$ cat src/ssa_pkg.sv
// Constants, command codes and carrier types for the supply status,
// fault mask, auxiliary output and calibration mode command block.
// Assumes a 32-bit Avalon-MM register bus with byte addresses.
package ssa_pkg;

    localparam int STAT_W = 16;

    // -----------------------------------------------------------------
    // Register offsets (byte addresses)
    // -----------------------------------------------------------------
    localparam logic [3:0] OFS_CMD   = 4'h0;
    localparam logic [3:0] OFS_RESP  = 4'h4;
    localparam logic [3:0] OFS_STATE = 4'h8;
    localparam logic [3:0] BE_ALL    = 4'hF;

    // -----------------------------------------------------------------
    // Arguments and power-on values
    // -----------------------------------------------------------------
    localparam logic [15:0]       ARG_OFF      = 16'h0000;
    localparam logic [15:0]       ARG_ON       = 16'h0001;
    localparam logic [STAT_W-1:0] ENABLE_RESET = 16'h0000;
    localparam logic [STAT_W-1:0] STAT_ZERO    = 16'h0000;
    localparam logic [STAT_W-1:0] STAT_ONES    = 16'hFFFF;
    localparam logic              AUX_RESET    = 1'b0;
    localparam logic              CAL_RESET    = 1'b0;
    localparam logic [31:0]       WORD_ZERO    = 32'h0000_0000;

    // -----------------------------------------------------------------
    // Command codes
    // -----------------------------------------------------------------
    typedef enum logic [3:0] {
        OP_NONE      = 4'h0,
        OP_ACC_STS_Q = 4'h1,
        OP_LIVE_STS_Q = 4'h2,
        OP_FAULT_Q   = 4'h3,
        OP_MASK      = 4'h4,
        OP_COND_EN   = 4'h5,
        OP_ENABLED_Q = 4'h6,
        OP_AUX1_SET  = 4'h7,
        OP_AUX1_Q    = 4'h8,
        OP_AUX2_SET  = 4'h9,
        OP_AUX2_Q    = 4'hA,
        OP_RESTORE   = 4'hB,
        OP_CAL_SET   = 4'hC,
        OP_CAL_Q     = 4'hD
    } ssa_op_type;

    typedef enum logic [1:0] {
        BUS_IDLE = 2'b00,
        BUS_ACK  = 2'b01
    } ssa_bus_type;

    // -----------------------------------------------------------------
    // Carriers
    // -----------------------------------------------------------------
    typedef struct packed {
        logic [15:0] arg;
        logic [11:0] unused;
        ssa_op_type  op;
    } ssa_cmd_type;

    typedef struct packed {
        logic [15:0] value;
        logic [6:0]  unused_hi;
        logic        err;
        logic [3:0]  unused_lo;
        ssa_op_type  op;
    } ssa_resp_type;

    typedef struct packed {
        logic [25:0] unused;
        logic        pending;
        logic        local_mode;
        logic        fault_active;
        logic        cal_mode;
        logic        aux_two;
        logic        aux_one;
    } ssa_state_type;

    function automatic logic ssa_arg_ok(input logic [15:0] arg);
        return (arg == ARG_OFF) || (arg == ARG_ON);
    endfunction

endpackage : ssa_pkg

$ cat src/ssa_command_logic.sv
// Command handling for status, fault mask, auxiliary outputs, restore
// defaults and calibration mode, reached as an Avalon-MM slave.
// Assumes status_live and local_mode are synchronous to clock and
// that a front end has already turned each text line into commands.
//
// Notes on behaviour
// - Accumulated status latches every bit seen true
// - Accumulated and live status share bit layout
// - Accumulated status query clears after reporting
// - Query answer is keyword plus weight sum
// - Live status query returns present conditions
// - Fault query returns enabled faulted conditions
// - Mask stops named conditions setting faults
// - Condition enable lets named conditions set faults
// - Enabled conditions query reports unmasked conditions
// - First aux output follows argument, active low
// - First aux query returns programmed value
// - Second aux output follows argument, active low
// - Second aux query returns programmed value
// - Restore command returns settings to defaults
// - Restore in local mode waits for remote
// - Restore command clears whole fault register
// - Restore leaves calibration flag unchanged
// - Calibration command on enters calibration mode
// - Calibration query returns zero or one
// - Commands run strictly in arrival order
// - Any fault bit asserts fault line
// - Fault query clears reported bits and line
//
// The placing of the registers and the Avalon-MM interface to the registers were decided locally.
module ssa_command_logic
    import ssa_pkg::*;
(
    input  wire logic              clock,
    input  wire logic              reset_n,
    input  wire logic [3:0]        avs_address,
    input  wire logic              avs_read,
    input  wire logic              avs_write,
    input  wire logic [31:0]       avs_writedata,
    input  wire logic [3:0]        avs_byteenable,
    output logic [31:0]            avs_readdata,
    output logic                   avs_waitrequest,
    input  wire logic [STAT_W-1:0] status_live,
    input  wire logic              local_mode,
    output logic                   aux_one_n,
    output logic                   aux_two_n,
    output logic                   fault_line_n,
    output logic                   calibration_mode_flag,
    output logic                   defaults_apply
);

    // -----------------------------------------------------------------
    // State
    // -----------------------------------------------------------------
    ssa_bus_type       bus_r;
    ssa_bus_type       bus_nxt;
    logic              waitrequest_r;
    logic [31:0]       readdata_r;
    logic [STAT_W-1:0] acc_r;
    logic [STAT_W-1:0] acc_nxt;
    logic [STAT_W-1:0] fault_r;
    logic [STAT_W-1:0] fault_nxt;
    logic [STAT_W-1:0] enable_r;
    logic [STAT_W-1:0] enable_nxt;
    logic              aux_one_r;
    logic              aux_one_nxt;
    logic              aux_two_r;
    logic              aux_two_nxt;
    logic              cal_r;
    logic              cal_nxt;
    logic              aux_one_n_r;
    logic              aux_two_n_r;
    logic              fault_n_r;
    logic              pend_r;
    logic              local_q_r;
    logic              apply_r;
    ssa_resp_type      resp_r;
    ssa_resp_type      resp_nxt;

    ssa_cmd_type       cmd;
    logic              exec;
    logic              acc_clr;
    logic [STAT_W-1:0] fault_clr;
    logic              restore;
    logic              apply;

    assign cmd  = ssa_cmd_type'(avs_writedata);
    // in order
    // One command per completed full-word write to OFS_CMD, so commands run as they arrive
    assign exec = (bus_r == BUS_ACK) && avs_write
                  && (avs_address == OFS_CMD)
                  && (avs_byteenable == BE_ALL);

    // -----------------------------------------------------------------
    // Bus handshake
    // -----------------------------------------------------------------
    // Every access takes one wait cycle so read data come from a flop
    always_comb begin
        case (bus_r)
            BUS_IDLE: bus_nxt = (avs_read || avs_write) ? BUS_ACK : BUS_IDLE;
            BUS_ACK:  bus_nxt = BUS_IDLE;
            default:  bus_nxt = BUS_IDLE;
        endcase
    end

    always_ff @(posedge clock or negedge reset_n) begin
        if (!reset_n) begin
            bus_r         <= BUS_IDLE;
            waitrequest_r <= 1'b1;
        end else begin
            bus_r         <= bus_nxt;
            waitrequest_r <= (bus_nxt != BUS_ACK);
        end
    end

    always_ff @(posedge clock or negedge reset_n) begin
        if (!reset_n) begin
            readdata_r <= WORD_ZERO;
        end else if (bus_r == BUS_IDLE && avs_read) begin
            case (avs_address)
                OFS_RESP:  readdata_r <= resp_r;
                OFS_STATE: readdata_r <= ssa_state_type'({
                               26'h0, pend_r, local_mode, ~fault_n_r,
                               cal_r, aux_two_r, aux_one_r});
                default:   readdata_r <= WORD_ZERO;
            endcase
        end
    end

    // -----------------------------------------------------------------
    // Command decode
    // -----------------------------------------------------------------
    always_comb begin
        acc_clr     = 1'b0;
        fault_clr   = STAT_ZERO;
        restore     = 1'b0;
        enable_nxt  = enable_r;
        aux_one_nxt = aux_one_r;
        aux_two_nxt = aux_two_r;
        cal_nxt     = cal_r;
        resp_nxt    = resp_r;
        if (exec) begin
            resp_nxt       = '0;
            resp_nxt.op    = cmd.op;
            case (cmd.op)
                OP_ACC_STS_Q: begin
                    resp_nxt.value = acc_r | status_live;
                    acc_clr        = 1'b1;
                end
                OP_LIVE_STS_Q: resp_nxt.value = status_live;
                OP_FAULT_Q: begin
                    resp_nxt.value = fault_r;
                    fault_clr      = fault_r;
                end
                OP_MASK:      enable_nxt = enable_r & ~cmd.arg;
                OP_COND_EN:   enable_nxt = enable_r | cmd.arg;
                OP_ENABLED_Q: resp_nxt.value = enable_r;
                OP_AUX1_SET: begin
                    if (ssa_arg_ok(cmd.arg)) aux_one_nxt = cmd.arg[0];
                    else resp_nxt.err = 1'b1;
                end
                OP_AUX1_Q:    resp_nxt.value = {15'h0, aux_one_r};
                OP_AUX2_SET: begin
                    if (ssa_arg_ok(cmd.arg)) aux_two_nxt = cmd.arg[0];
                    else resp_nxt.err = 1'b1;
                end
                OP_AUX2_Q:    resp_nxt.value = {15'h0, aux_two_r};
                OP_RESTORE: begin
                    restore   = 1'b1;
                    fault_clr = STAT_ONES;
                end
                OP_CAL_SET: begin
                    if (ssa_arg_ok(cmd.arg)) cal_nxt = cmd.arg[0];
                    else resp_nxt.err = 1'b1;
                end
                OP_CAL_Q:     resp_nxt.value = {15'h0, cal_r};
                default:      resp_nxt.err = 1'b1;
            endcase
        end
        // calibration kept
        // Defaults win over a setting written in the same cycle
        if (apply) begin
            enable_nxt  = ENABLE_RESET;
            aux_one_nxt = AUX_RESET;
            aux_two_nxt = AUX_RESET;
        end
    end

    // -----------------------------------------------------------------
    // Restore defaults, deferred while local
    // -----------------------------------------------------------------
    // defer in local
    assign apply = (restore && !local_mode)
                   || (pend_r && local_q_r && !local_mode);

    always_ff @(posedge clock or negedge reset_n) begin
        if (!reset_n) begin
            pend_r    <= 1'b0;
            local_q_r <= 1'b0;
            apply_r   <= 1'b0;
        end else begin
            local_q_r <= local_mode;
            apply_r   <= apply;
            if (restore && local_mode) pend_r <= 1'b1;
            else if (apply) pend_r <= 1'b0;
        end
    end

    // -----------------------------------------------------------------
    // Status, fault and mask registers
    // -----------------------------------------------------------------
    // latch seen bits
    // Live bits are ORed in after the clear so nothing is lost
    assign acc_nxt   = (acc_clr ? STAT_ZERO : acc_r) | status_live;
    // Set wins over a clear in the same cycle
    assign fault_nxt = (fault_r & ~fault_clr) | (status_live & enable_r);

    always_ff @(posedge clock or negedge reset_n) begin
        if (!reset_n) begin
            acc_r <= STAT_ZERO;
        end else begin
            acc_r <= acc_nxt;
        end
    end

    always_ff @(posedge clock or negedge reset_n) begin
        if (!reset_n) begin
            fault_r   <= STAT_ZERO;
            fault_n_r <= 1'b1;
        end else begin
            fault_r   <= fault_nxt;
            fault_n_r <= (fault_nxt == STAT_ZERO);
        end
    end

    always_ff @(posedge clock or negedge reset_n) begin
        if (!reset_n) begin
            enable_r <= ENABLE_RESET;
        end else begin
            enable_r <= enable_nxt;
        end
    end

    // -----------------------------------------------------------------
    // Aux outputs, calibration flag, response
    // -----------------------------------------------------------------
    always_ff @(posedge clock or negedge reset_n) begin
        if (!reset_n) begin
            aux_one_r   <= AUX_RESET;
            aux_two_r   <= AUX_RESET;
            aux_one_n_r <= ~AUX_RESET;
            aux_two_n_r <= ~AUX_RESET;
        end else begin
            aux_one_r   <= aux_one_nxt;
            aux_two_r   <= aux_two_nxt;
            aux_one_n_r <= ~aux_one_nxt;
            aux_two_n_r <= ~aux_two_nxt;
        end
    end

    always_ff @(posedge clock or negedge reset_n) begin
        if (!reset_n) begin
            cal_r <= CAL_RESET;
        end else begin
            cal_r <= cal_nxt;
        end
    end

    always_ff @(posedge clock or negedge reset_n) begin
        if (!reset_n) begin
            resp_r <= '0;
        end else begin
            resp_r <= resp_nxt;
        end
    end

    assign avs_readdata          = readdata_r;
    assign avs_waitrequest       = waitrequest_r;
    assign aux_one_n             = aux_one_n_r;
    assign aux_two_n             = aux_two_n_r;
    assign fault_line_n          = fault_n_r;
    assign calibration_mode_flag = cal_r;
    assign defaults_apply        = apply_r;
endmodule // ssa_command_logic

$ cat config.mk
export PLATFORM = sky130hd
export DESIGN_NAME = ssa_command_logic
export DESIGN_NICKNAME = d
export VERILOG_FILES = /design/src/ssa_pkg.sv /design/src/ssa_command_logic.sv
export SDC_FILE = /design/constraint.sdc
export NUM_CORES = 1
export LEC_CHECK = 0
export BUFFER_PORTS_ARGS = -buffer_cell sky130_fd_sc_hd__buf_2
export CAP_MARGIN = 10
export CORE_UTILIZATION = 58
export DETAILED_ROUTE_END_ITERATION = 8
export PLACE_DENSITY = 0.84
export SLEW_MARGIN = 10
export SYNTH_ARGS = -nofsm -noshare
export SYNTH_HDL_FRONTEND = slang
export SYNTH_SLANG_ARGS = --single-unit
$ cat constraint.sdc
create_clock -name clock -period 5.3 [get_ports clock]
set_input_delay 0.53 -clock clock [delete_from_list [all_inputs] [get_ports clock]]
set_output_delay 0.53 -clock clock [all_outputs]
set_load 0.1 [all_outputs]
=== Word-level counts from Yosys, hierarchy flattened ===
Index checks and enable logic that the tools add are counted.

* Reduce and logical (&&, ||, !) cells: 23
* Bitwise gates (word level): 12
* Multiplexer cells: 26
* Eq/ne operators: 19

{| class="wikitable"
|+ Operators with widths
! cell !! number
|-
| 16-bit case mux with 7 select lines || 1
|-
| 16-bit 2-to-1 mux || 4
|-
| 16-bit OR || 4
|-
| 16-bit case mux with 2 select lines || 2
|-
| 32-bit case mux with 2 select lines || 1
|-
| 16-bit bitwise AND || 3
|-
| 4-bit equality test (second input constant) || 8
|-
| 16-bit zero test || 2
|-
| 16-bit NOT || 2
|-
| 4-bit by 3-bit equality test with 1-bit output (second input constant) || 5
|-
| 1-bit 2-to-1 mux || 17
|-
| 16-bit by 1-bit equality test with 1-bit output (second input constant) || 1
|-
| 10-bit OR reduction || 1
|-
| 4-bit by 2-bit equality test with 1-bit output (second input constant) || 2
|-
| 1-bit logical AND || 8
|-
| 4-bit by 1-bit equality test with 1-bit output (second input constant) || 1
|-
| 4-bit zero test || 1
|-
| 2-bit nonzero test || 2
|-
| 1-bit logical OR || 3
|-
| 1-bit NOT || 3
|-
| 3-bit AND reduction || 1
|-
| 3-bit nonzero test || 1
|-
| 3-bit OR reduction || 1
|-
| 2-bit zero test || 1
|-
| 5 further kinds || 5
|}

* Register bits: 112
* Input port bits: 61
* Logic and storage cells: 98

=== Longest topological paths before layout ===
* Depth in word-level cells: 9
* Depth in mapped cells: 8
* Mapped depth without buffers: 5

=== Worst setup path before layout ===
No wires, ideal clock.

* Kind: input port to flip-flop
* Start: input port avs_address[1]
* End: register fault_r[10]
* Arrival: 2.160 ns
* Cell stages on the path: 6
* Required time: 5.179 ns
* Path slack: 3.019 ns
* Library setup time: 0.121 ns
* Cells stage by stage: or3_4 > or3_4 > or3_1 > buf_2 > clkbuf_1 > a22o_1

* Cells in the longest elaborated chain, start to end: 7

{| class="wikitable"
|+ RTL lines
! element !! RTL line !! source
|-
| from (decl) || ssa_command_logic.sv:36 || <nowiki>input wire logic [3:0] avs_address,</nowiki>
|-
| 4-bit zero test || ssa_command_logic.sv:91 || <nowiki>&& (avs_address == OFS_CMD)</nowiki>
|-
| 1-bit logical AND || ssa_command_logic.sv:91 ||
|-
| 1-bit logical AND || ssa_command_logic.sv:92 || <nowiki>&& (avs_byteenable == BE_ALL);</nowiki>
|-
| 16-bit 2-to-1 mux || ssa_command_logic.sv:142 || <nowiki>if (exec) begin</nowiki>
|-
| 16-bit NOT || ssa_command_logic.sv:216 || <nowiki>assign fault_nxt = (fault_r & ~fault_clr) | (status_live & enable_r);</nowiki>
|-
| 16-bit bitwise AND || ssa_command_logic.sv:216 ||
|-
| 16-bit OR || ssa_command_logic.sv:216 ||
|-
| via fault_nxt[10] || ssa_command_logic.sv:62 || <nowiki>logic [STAT_W-1:0] fault_nxt;</nowiki>
|-
| to (signal assigned) || ssa_command_logic.sv:231 || <nowiki>fault_r <= fault_nxt;</nowiki>
|-
| to (decl) || ssa_command_logic.sv:61 || <nowiki>logic [STAT_W-1:0] fault_r;</nowiki>
|}

The timed path passes the listed nets, and every way through them passes these cells.
A chain may end at the register's enable or synchronous reset.

=== Worst setup path in the final report ===
* Start: input port avs_address[1]
* End: register enable_r[0]

* Cells in the longest elaborated chain, start to end: 8
* Elaborated cells on any way between the ends: 10

{| class="wikitable"
|+ RTL lines
! element !! RTL line !! source
|-
| 4-bit zero test * || ssa_command_logic.sv:91 ||
|-
| 1-bit logical AND * || ssa_command_logic.sv:91 ||
|-
| 1-bit logical AND * || ssa_command_logic.sv:92 ||
|-
| 1-bit 2-to-1 mux || ssa_command_logic.sv:142 ||
|-
| 1-bit logical AND || ssa_command_logic.sv:193 || <nowiki>assign apply = (restore && !local_mode)</nowiki>
|-
| 1-bit logical OR || ssa_command_logic.sv:194 || <nowiki>|| (pend_r && local_q_r && !local_mode);</nowiki>
|-
| 3-bit nonzero test (no line) / 2-bit nonzero test (equally long branches) || - ||
|-
| 2-bit AND reduction (no line) || - ||
|-
| to (signal assigned) || ssa_command_logic.sv:240 || <nowiki>enable_r <= enable_nxt;</nowiki>
|-
| to (decl) || ssa_command_logic.sv:63 || <nowiki>logic [STAT_W-1:0] enable_r;</nowiki>
|}

Mark *: on every way between the ends. The rest lies on a longest branch, timed or not.

==> metrics <==
CTS clk-pin slew, worst paths 90 ps; synth unique cells 40; Post-Route Utilization 69.3%; initial cell density of the core 61.3%; initial DRC count 343; Nets 572; HP Class input pin to async pin; EDFF count, synth 0; crit path DAT 2850 ps; Clk pwr share 31.6%; CP Class input pin to flip-flop; Synth top cells by count 99 x dfrtp_1, 68 x nand2_1, 43 x o21ai_0; Die Span Y 90.7 um; Clock Tree Buf Depth 2; ranking of synthesized cells by area dfrtp_1 54%, a22oi_1 6.6%, a22o_1 6.3%; Ant. Diodes 0; critical path startpoint category input pin; Max IR drop VDD 0.156 mV; Power Density 271 nW/um^2; Worst setup EP type flip-flop; Std-Cell Rows 31; die width 90.7 um; reg2reg setup slack 2980 ps; detailed placement HPWL 7170 um; vias in the first global route 3481; initial antenna violation count 0; reg-to-reg critical path startpoint bus_r[0]; ys flop type dfrtp_1; Synth Cell Area 4560 sq um; via count 3669; RSZ-0062 raised after global routing false; cts repair resizes 0; Power Internal 1.03 mW; CTS tree done; crit-path max cell delay 880 ps; GRT Util Overall 26.2%; clk_lat worst skew 360 ps; Ports 99; Ys Warns 0; grt total ovfl 0; dpl cell area 4980 sq um; combinational power share 11.0%; I/O Buffers 77; minimum clock period 2570 ps; Synth Instances 445; crit path max fanout 32; H-tree depth 3; Avg Synthesized Cell Area 10.3 sq um; die area 8230 sq um; Synth async-reset ratio 100%; critical-path cell list buf_2, or3_4, or3_4, nor3_2, a22oi_1, nor2_1; most used cell, CP or3_4; flops & latches, synth 103; Clock Skew 12.3 ps; Final setup viols 0; Max Fclk 390 MHz; Post-DRT Antenna Nets 0; count leader, synth dfrtp_1; hold_buf cts 0; first-pass iteration count of the detailed router 5; share of layout cells above drive strength 1 22.1%; CP required 5590 ps; pin count of the biggest net entering global routing 76; Post-Route WL 10000 um; R2R depth 5; status completed; core outline area 7450 sq um; Final GP Congestion 0.840; sw frac 26.7%; Hold Vio Cnt, Final 0; # DRC 0; first-pass GRT wire length 16900 um; Switch Pwr 0.373 mW; setup bufs post-CTS 0; Max Cap Viol 0; Setup TNS 0 ps; P&R area growth vs syn 13.0%; post-synth top area cell dfrtp_1; CTS Root Cell clkbuf_8; via-per-instance ratio 5.97; Avg WL per Cell 16.3 um; Slew Viols, Final 0; post-route cell area 5160 sq um; slowest CP cell nor3_2; LEAKAGE 2.35 nW; Synth top area share 54.3%; period utilization 48.4%; sequential area share after synthesis 56.6%; CTS Buf Count 9; worst slew pin tran 1090 ps; Power Total 1.40 mW; Rel. slew slack 26.8%; worst flop-to-flop path endpoint enable_r[0]; Clock Sinks 103; Reg power frac 57.3%
==> logic make-up after synthesis <==
| group | share of synthesized area, % |
|---|---|
| DFF | 56.6 |
| and+or+nand+nor | 13.7 |
| buffers and inverters | 4.44 |
| AOI/OAI and AO/OA | 23.8 |
| other | 0.0822 |
| muxes | 1.40 |
==> worst max-delay path: cells and delay by family <==
family	cells	cell delay, ps
and+or+nand+nor	4	1950
AOI/OAI and AO/OA	1	260
buffers and inverters	1	110
==> sequential cells by signal, summed over array words and instances, names as in the netlist <==
signal                 cells
acc_r                     16
aux_two_n                  1
pend_r                     1
aux_one_n                  1
fault_line_n               1
aux_one_r                  1
resp_r                    21
calibration_mode_flag      1
avs_waitrequest            1
avs_readdata              23
enable_r                  16
local_q_r                  1
bus_r                      1
fault_r                   16
aux_two_r                  1
defaults_apply             1
==> layout make-up <==
class / instances / area (sq um)
clock buffers: 13 / 159
clock inverters: 3 / 20.0
fillers: 599 / 2290
inverters: 8 / 30.0
multi-input cells: 307 / 1820
flip-flops and latches: 103 / 2580
well taps: 99 / 124
repair buffers: 82 / 425
==> per-stage QoR <==
stage	std cells	hold slack (ps)	setup WS [ps]
final	615	78.8	2730
after global routing	615	83.3	2590
after CTS	615	72.6	2760
after detailed placement	599	465	2380
after global placement	599	457	2450
after floorplan	453	234	3020
==> cell usage in the layout (no fill, tap or decap), drive strengths merged <==
cell,netlist,layout
nand4b,1,1
a221oi,1,1
nand2b,6,6
a21oi,18,18
a32oi,1,1
a22o,33,33
nand4,3,3
o211ai,1,1
nor3,6,6
clkinv,0,1
mux2i,3,3
or3,5,5
a22oi,40,40
inv,8,8
dfrtp,99,99
o221a,1,1
conb,1,9
mux2,3,3
clkbuf,19,13
nor4b,1,1
or3b,1,1
a211o,2,2
or2,3,3
o21ai,43,43
a311oi,1,1
nand2,68,68
o32a,1,1
nand3,4,4
dfstp,4,4
nor2,26,26
nor2b,1,1
nor4,9,9
clkinvlp,0,2
o22ai,1,1
a21o,15,15
buf,16,82
==> power by group through the flow <==
stage / clock network [mW] / registers, mW / logic [mW]
2_1_floorplan: 0 / 0.844 / 0.0748
3_3_place_gp: 0 / 0.817 / 0.151
3_5_place_dp: 0 / 0.818 / 0.154
4_1_cts: 0.454 / 0.802 / 0.154
5_1_grt: 0.492 / 0.804 / 0.167
6_report: 0.443 / 0.802 / 0.154
==> worst max path at each step <==
stage,startpoint,to,cells after the start
2_1_floorplan,avs_address[1],fault_r[10],6
3_3_place_gp,avs_address[1],fault_line_n,6
3_5_place_dp,avs_address[1],enable_r[0],6
4_1_cts,avs_address[1],enable_r[0],6
5_1_grt,avs_address[1],enable_r[0],6
6_report,avs_address[1],enable_r[0],6
==> layer usage <==
metal,vias up,share of wire [%],track usage [%]
li1,1732,-,-
met1,1762,47,38.1
met2,155,45,40.3
met3,20,5.7,3.54
met4,0,1.9,9.81
met5,-,0,0
No activity file was read; power rests on OpenSTA's default activity.
